File: src/common/adc_pair_regs.svh
`ifndef ADC_PAIR_REGS_SVH
`define ADC_PAIR_REGS_SVH

`define CLK_PERIOD_NS    100
`define CONV_PERIOD_NS16 333
`define CONV_PERIOD_NSLO 250
`define CONV_CYC16       ((`CONV_PERIOD_NS16 + `CLK_PERIOD_NS - 1) / `CLK_PERIOD_NS)
`define CONV_CYCLO       ((`CONV_PERIOD_NSLO + `CLK_PERIOD_NS - 1) / `CLK_PERIOD_NS)
`define RATIO_OFF        3'h0
`define RATIO_MAX        3'h5
`define RATIO_RESET      3'h0
`define EXT_BITS         2
`endif

File: src/common/adc_pair_pkg.sv
package adc_pair_pkg;
    typedef enum logic [2:0] {
        ST_IDLE = 3'b001,
        ST_WAIT = 3'b010,
        ST_GAP  = 3'b100
    } seq_state_e;
    typedef logic [2:0] ratio_t;
endpackage

File: src/rtl/adc_pair_sequencer.sv
`include "adc_pair_regs.svh"

module adc_pair_sequencer
    import adc_pair_pkg::*;
#(
    parameter int NATIVE_W = 16
) (
    input  wire logic                  clk,
    input  wire logic                  rst_n,
    input  wire logic                  ce,
    input  wire logic                  csFall,
    input  wire logic                  pairSelect,
    input  wire logic                  seqEnable,
    input  wire logic                  avgModeSelect,
    input  wire ratio_t                ratioField,
    input  wire logic                  ratioWrite,
    input  wire logic                  extendEnable,
    input  wire logic                  convDone,
    input  wire logic [NATIVE_W-1:0]   sampleA,
    input  wire logic [NATIVE_W-1:0]   sampleB,
    output logic                       convStart,
    output logic                       convPair,
    output logic [NATIVE_W+1:0]        resultA,
    output logic [NATIVE_W+1:0]        resultB,
    output logic                       resultValid,
    output logic                       wideActive,
    output logic                       busy
);
    localparam int ACC_W = NATIVE_W + 5;
    // pacing rounds up to whole clocks: a burst never outruns the converter, at some rate cost
    localparam int CONV_CYC = (NATIVE_W == 16) ? `CONV_CYC16 : `CONV_CYCLO;
    localparam logic [2:0] GAP_LAST = 3'(CONV_CYC - 1);

    // only the three converter widths have a pacing count and a result layout
    if (NATIVE_W != 16 && NATIVE_W != 14 && NATIVE_W != 12) begin
        $error("NATIVE_W must be 12, 14 or 16");
    end

    seq_state_e       state;
    ratio_t           ratioPend;
    ratio_t           ratioMid;
    ratio_t           ratioAct;
    logic             seqPair;
    logic             burstAvg;
    logic             burstWide;
    ratio_t           burstRatio;
    logic [5:0]       burstCount;
    logic [2:0]       timer;
    logic [ACC_W-1:0] accA;
    logic [ACC_W-1:0] accB;

    logic             ratioValid;
    logic             avgNow;
    logic             curPair;
    logic [5:0]       burstLen;
    logic             lastSample;
    logic             gapDone;
    logic [ACC_W-1:0] sumA;
    logic [ACC_W-1:0] sumB;
    logic             startIdle;
    logic             startGap;

    assign ratioValid = ratioAct != `RATIO_OFF && ratioAct <= `RATIO_MAX;
    assign avgNow     = !avgModeSelect && ratioValid;
    // sequencing overrides the manual pair bit entirely
    assign curPair    = seqEnable ? seqPair : pairSelect;
    assign burstLen   = burstAvg ? 6'(1 << burstRatio) : 6'h01;
    assign lastSample = (burstCount + 6'h01) == burstLen;
    assign gapDone    = timer >= GAP_LAST;
    assign sumA       = accA + ACC_W'(sampleA);
    assign sumB       = accB + ACC_W'(sampleB);
    assign startIdle  = ce && state == ST_IDLE && csFall;
    assign startGap   = ce && state == ST_GAP && gapDone;

    // decimation: divide by n, keep two extra fraction bits when widened
    function automatic logic [NATIVE_W+1:0] decimate(input logic [ACC_W-1:0] acc,
                                                     input ratio_t r,
                                                     input logic wide);
        logic [ACC_W+1:0] scaled;
        scaled = {acc, 2'b00} >> r;
        if (wide)
            decimate = scaled[NATIVE_W+1:0];
        else
            decimate = {2'b00, scaled[NATIVE_W+1:2]};
    endfunction

    always_ff @(posedge clk) begin
        if (!rst_n) begin
            state <= ST_IDLE;
        end else if (ce) begin
            unique case (state)
                ST_IDLE: if (csFall) state <= ST_WAIT;
                ST_WAIT: if (convDone) state <= lastSample ? ST_IDLE : ST_GAP;
                ST_GAP:  if (gapDone) state <= ST_WAIT;
            endcase
        end
    end

    always_ff @(posedge clk) begin
        if (!rst_n) begin
            convStart <= 1'b0;
            convPair  <= 1'b0;
        end else if (ce) begin
            convStart <= startIdle || startGap;
            if (startIdle)
                convPair <= curPair;
        end
    end

    // internal starts are paced from the previous start, not from done
    always_ff @(posedge clk) begin
        if (!rst_n) begin
            timer <= 3'h0;
        end else if (ce) begin
            if (convStart)
                timer <= 3'h1;
            else if (!gapDone)
                timer <= timer + 3'h1;
        end
    end

    // ratio writes travel two conversion starts before they count
    always_ff @(posedge clk) begin
        if (!rst_n) begin
            ratioPend <= `RATIO_RESET;
            ratioMid  <= `RATIO_RESET;
            ratioAct  <= `RATIO_RESET;
        end else if (ce) begin
            if (ratioWrite)
                ratioPend <= ratioField;
            if (convStart) begin
                ratioMid <= ratioPend;
                ratioAct <= ratioMid;
            end
        end
    end

    always_ff @(posedge clk) begin
        if (!rst_n) begin
            burstAvg   <= 1'b0;
            burstWide  <= 1'b0;
            burstRatio <= `RATIO_RESET;
        end else if (startIdle) begin
            burstAvg   <= avgNow;
            burstWide  <= avgNow && extendEnable;
            burstRatio <= avgNow ? ratioAct : `RATIO_OFF;
        end
    end

    always_ff @(posedge clk) begin
        if (!rst_n) begin
            accA       <= '0;
            accB       <= '0;
            burstCount <= 6'h00;
        end else if (startIdle) begin
            accA       <= '0;
            accB       <= '0;
            burstCount <= 6'h00;
        end else if (ce && state == ST_WAIT && convDone) begin
            accA       <= sumA;
            accB       <= sumB;
            burstCount <= burstCount + 6'h01;
        end
    end

    // result stays readable until the next chip select fall
    always_ff @(posedge clk) begin
        if (!rst_n) begin
            resultA     <= '0;
            resultB     <= '0;
            resultValid <= 1'b0;
            wideActive  <= 1'b0;
        end else if (startIdle) begin
            resultValid <= 1'b0;
        end else if (ce && state == ST_WAIT && convDone && lastSample) begin
            resultA     <= decimate(sumA, burstRatio, burstWide);
            resultB     <= decimate(sumB, burstRatio, burstWide);
            resultValid <= 1'b1;
            wideActive  <= burstWide;
        end
    end

    always_ff @(posedge clk) begin
        if (!rst_n) begin
            seqPair <= 1'b0;
        end else if (ce) begin
            if (!seqEnable)
                seqPair <= 1'b0;
            else if (state == ST_WAIT && convDone && lastSample)
                seqPair <= !seqPair;
        end
    end

    always_ff @(posedge clk) begin
        if (!rst_n)
            busy <= 1'b0;
        else if (ce)
            busy <= startIdle || (busy && !(state == ST_WAIT && convDone && lastSample));
    end

    a_pair_zero_fixed: assert property (@(posedge clk) disable iff (!rst_n)
        startIdle && !seqEnable && !pairSelect |=> convStart && !convPair)
        else $error("manual pair zero not converted");
    a_pair_one_fixed: assert property (@(posedge clk) disable iff (!rst_n)
        startIdle && !seqEnable && pairSelect |=> convStart && convPair)
        else $error("manual pair one not converted");
    a_seq_ignores_select: assert property (@(posedge clk) disable iff (!rst_n)
        startIdle && seqEnable |=> convPair == $past(seqPair))
        else $error("sequencer pair not used");
    a_seq_alternates: assert property (@(posedge clk) disable iff (!rst_n)
        ce && seqEnable && $past(seqEnable) && $rose(resultValid)
        |-> seqPair != $past(seqPair))
        else $error("sequencer did not advance after result");
    a_seq_restart_zero: assert property (@(posedge clk) disable iff (!rst_n)
        $past(ce) && !$past(seqEnable) |-> !seqPair)
        else $error("sequencer not parked at pair zero");
    a_ratio_latency: assert property (@(posedge clk) disable iff (!rst_n)
        $changed(ratioAct) |-> $past(convStart) && $past(ratioMid) == ratioAct)
        else $error("ratio changed without a conversion");
    a_burst_pacing: assert property (@(posedge clk) disable iff (!rst_n)
        convStart && $past(state) == ST_GAP |-> $past(timer) >= GAP_LAST)
        else $error("internal conversion started too early");
    a_start_source: assert property (@(posedge clk) disable iff (!rst_n)
        convStart |-> $past(csFall && state == ST_IDLE) || $past(state) == ST_GAP)
        else $error("conversion started without cause");
    a_acc_cleared: assert property (@(posedge clk) disable iff (!rst_n)
        startIdle |=> accA == '0 && accB == '0 && !resultValid)
        else $error("samples not discarded at burst start");
    a_native_width: assert property (@(posedge clk) disable iff (!rst_n)
        resultValid && !wideActive |-> resultA[NATIVE_W+1:NATIVE_W] == 2'b00)
        else $error("native result exceeds native width");
    a_wide_needs_avg: assert property (@(posedge clk) disable iff (!rst_n)
        $rose(wideActive) |-> burstAvg && $past(burstWide))
        else $error("widened output without averaging");
    a_burst_length: assert property (@(posedge clk) disable iff (!rst_n)
        $rose(resultValid) |-> $past(burstCount) + 6'h01 == burstLen)
        else $error("result before burst complete");
endmodule
File: config.mk
export PLATFORM = sky130hd
export DESIGN_NAME = adc_pair_sequencer
export DESIGN_NICKNAME = d
export VERILOG_FILES = /design/src/common/adc_pair_pkg.sv /design/src/rtl/adc_pair_sequencer.sv
export VERILOG_INCLUDE_DIRS = /design/src /design/src/common
export SDC_FILE = /design/constraint.sdc
export NUM_CORES = 1
export LEC_CHECK = 0
export BUFFER_PORTS_ARGS = -buffer_cell sky130_fd_sc_hd__buf_2
export CAP_MARGIN = 20
export CORE_UTILIZATION = 64
export CTS_BUF_LIST = sky130_fd_sc_hd__clkbuf_8
export DETAILED_ROUTE_END_ITERATION = 12
export GPL_TIMING_DRIVEN = 0
export PLACE_DENSITY = 0.95
export SLEW_MARGIN = 20
export SYNTH_ARGS = -nofsm -noshare
export SYNTH_HDL_FRONTEND = slang
export SYNTH_SLANG_ARGS = --single-unit
export TNS_END_PERCENT = 100
File: constraint.sdc
create_clock -name clk -period 8.8 [get_ports clk]
set_input_delay 0.88 -clock clk [delete_from_list [all_inputs] [get_ports clk]]
set_output_delay 0.88 -clock clk [all_outputs]
set_load 0.01 [all_outputs]
==> run_results.csv <==
group,metric,value,unit
clock_network,clock_latency,0.43,ns
synth,yosys.area.top_type,"dfxtp_1",
finish,drive_above_1_share,0.127,
synth,syn_inst,1111,
timing,slew_viol_final,0,
finish,final_util,0.730,
flow_run,drv_cap,0,
routing,routed_wl,26.9,mm
synth,synth_edf_count,0,
die,start_util,0.664,
timing,max_clock_freq,0.264,GHz
worst_setup_path,path_max_fanout,7,
die,die-area,13700,um^2
clock_network,htree_num_levels,3,
routing,vias_per_cell,6.71,
timing,finalHoldViolCount,0,
global_route,grt_pass1_vias,8310,
placed_design,dp_hpwl,20.7,mm
routing,wl_per_cell,19.5,um
synth,synth_top_area_frac,0.261,
placed_design,port_buffers,83,
die,rows,41,
finish,antenna-diode-count,0,
timing,maxSlewHeadroom,0.427,
die,io_pins,86,
timing,fin_crit,3.79,ns
synth,ys_seq_area_frac,0.261,
synth,yosys_most_used_dff,"dfxtp_1",
finish,num-nets-final,1287,
placed_design,place_area,9070,um^2
worst_setup_path,worstPathRequired,9.12,ns
finish,finish.instance_area,9290,um^2
synth,syn_area,8440,um^2
timing,tns,0,ns
die,die_h,117,um
routing,num_vias,9277,
pwr,p_per_area,108,nW/um^2
routing,initialDrtViolationCount,1009,
synth,synth_cell_types,87,
clock_network,clk_pin_slew,0.13,ns
synth,syn_nets,1193,
worst_setup_path,critPathArrivalTime,4.10,ns
clock_network,cts_root_buf,"clkbuf_8",
worst_setup_path,critPathKind,"input port to flip-flop",
clock_network,cts_buffers,9,
synth,synth_seq_cells,110,
global_route,grt-ovfl-total,0,
placed_design,place.gp.congestion,0.990,
clock_network,cts_resized,0,
clock_network,ctsHoldBuffers,0,
global_route,antenna_found_initial,0,
synth,synth_area_per_cell,7.60,um^2
clock_network,cts.sink_count,110,
global_route,grt_pass1_wl,42.1,mm
finish,syn2layout_area_growth,9.97,%
pwr,ir_drop,0.107,mV
status,outcome,"complete, no violations",
clock_network,clockBufferDepth,2,
die,die_x,117,um
clock_network,post-cts-setup-buffers,0,
global_route,track_usage,0.401,
worst_hold_path,min_path_type,"flip-flop to flip-flop",
routing,route.detailed.drc,0,
timing,fin_crit_sh,0.430,
global_route,grt_start_max_net_pins,23,
worst_setup_path,end_kind,"flip-flop",
finish,fillers,1068,
clock_network,cts_tree,"yes",
timing,grt_setup_unrepaired,"no",
routing,drt_pass1_iterations,6,
routing,ant_nets,0,
timing,skew,0.0303,ns
timing,max_slew.worst_pin.slew,0.859,ns
synth,ys_warn_count,0,
synth,synth_area_leaders,"dfxtp_1 26%, nand2_1 7.1%, a21oi_1 6.9%, ha_1 5.2%, nor2_1 3.5%",
worst_setup_path,crit_path_start_kind,"input port",
synth,async_flop_share,0,
die,coreArea,12700,um^2
timing,setup_viol,0,
pwr,leakage,3.77,nW
[metrics by stage]
stage	hold slack (ns)	power, W	instances	worst slack (ns)
global placement	0.436	0.000670	1366	4.76
finish	0.460	0.000999	1382	5.01
global route	0.482	0.00103	1382	4.79
CTS	0.460	0.000994	1382	5.15
detailed placement	0.443	0.000673	1366	4.74
floorplan	0.437	0.000624	1111	5.30
[sequential cells by signal (all words and copies together), names as in the netlist]
| signal | flops |
|---|---|
| seqPair | 1 |
| burstCount | 6 |
| state | 3 |
| burstAvg | 1 |
| resultA | 18 |
| convStart | 1 |
| burstRatio | 3 |
| timer | 3 |
| burstWide | 1 |
| ratioPend | 3 |
| resultB | 18 |
| accA | 21 |
| busy | 1 |
| wideActive | 1 |
| ratioAct | 3 |
| ratioMid | 3 |
| convPair | 1 |
| resultValid | 1 |
| accB | 21 |
[final timing paths]
path	start	to	slack, ns	cells past startpoint
worst max-delay path	sampleA[5]	resultA[9]$_SDFFE_PN0P_	5.01	12
worst max register to register	accA[0]$_SDFFE_PP0P_	resultA[9]$_SDFFE_PN0P_	5.22	12
worst min register to register	resultB[16]$_SDFFE_PN0P_	resultB[16]$_SDFFE_PN0P_	0.46	2
worst min-delay path	resultB[16]$_SDFFE_PN0P_	resultB[16]$_SDFFE_PN0P_	0.46	2
[per-layer routing]
metal	wire, um	track usage
met1	11100	0.535
met2	11600	0.613
met3	3260	0.109
met4	895	0.163
met5	0	0
[synth_stat cells, types with 6 or more instances]
cell        n
a211oi_1   23
a21o_1     16
a21oi_1   116
a31oi_1     9
and2_1     16
and3_1     11
buf_1       6
buf_2      13
clkbuf_1   60
dfxtp_1   110
ha_1       35
inv_1      23
mux2_2      7
mux2i_1    29
mux4_2     12
nand2_1   160
nand2b_1    8
nand3_1    52
nand4_1    10
nor2_1     78
nor3_1     25
o211a_1     6
o211ai_1   25
o21a_1     11
o21ai_0    45
o21ai_1    11
o22ai_1     8
o31ai_1     6
or3_1      12
xnor2_1    30
xor2_1     17
[worst max-delay path: stages]
cell      delay (ns)
buf_2           0.10
ha_1            0.28
clkbuf_1        0.20
a21oi_1         0.29
nand2_1         0.14
o21ai_1         0.28
a211oi_1        0.21
a221oi_1        0.62
mux2i_1         0.21
a221oi_1        0.52
a21oi_1         0.15
a32o_1          0.24
[layout make-up]
| cell class | count | area [um^2] | share of cell area |
|---|---|---|---|
| Tap cell | 172 | 215 | 0.0232 |
| Timing Repair Buffer | 83 | 415 | 0.0447 |
| Sequential cell | 110 | 2200 | 0.237 |
| Clock inverter | 7 | 87.6 | 0.00943 |
| Clock buffer | 9 | 124 | 0.0133 |
| Multi-Input combinational cell | 896 | 5820 | 0.627 |
| Buffer | 80 | 324 | 0.0349 |
| Inverter | 25 | 93.8 | 0.0101 |
[kinds of logic (layout without fill, tap and decap cells)]
logic type                 Yosys count  in the layout  synth area share
buffers and inverters              105            204            0.0495
xor gates and xnor gates            48             48            0.0507
adders and majority gates           37             37            0.0566
muxes                               49             49            0.0771
and+or+nand+nor                    405            405             0.223
DFF                                110            110             0.261
AOI/OAI and AO/OA                  357            357             0.282
[layout by cell type, fill, tap and decap left out, types with 8 or more instances in the layout]
master	instances
a211oi_1	23
a21o_1	16
a21oi_1	116
a31oi_1	9
and2_1	16
and3_1	11
buf_2	96
clkbuf_1	60
clkbuf_8	9
dfxtp_1	110
ha_1	35
inv_1	23
mux2i_1	29
mux4_2	12
nand2_1	160
nand2b_1	8
nand3_1	52
nand4_1	10
nor2_1	78
nor3_1	25
o211ai_1	25
o21a_1	11
o21ai_0	45
o21ai_1	11
o22ai_1	8
or3_1	12
xnor2_1	30
xor2_1	17
[power by group]
group / leakage (nW) / internal (W) / switching [W]
registers: 0.888 / 0.000504 / 0.00000500
clock network: 0.102 / 0.000115 / 0.000215
logic: 2.78 / 0.0000576 / 0.000102
No activity file was read; power rests on OpenSTA's default activity.
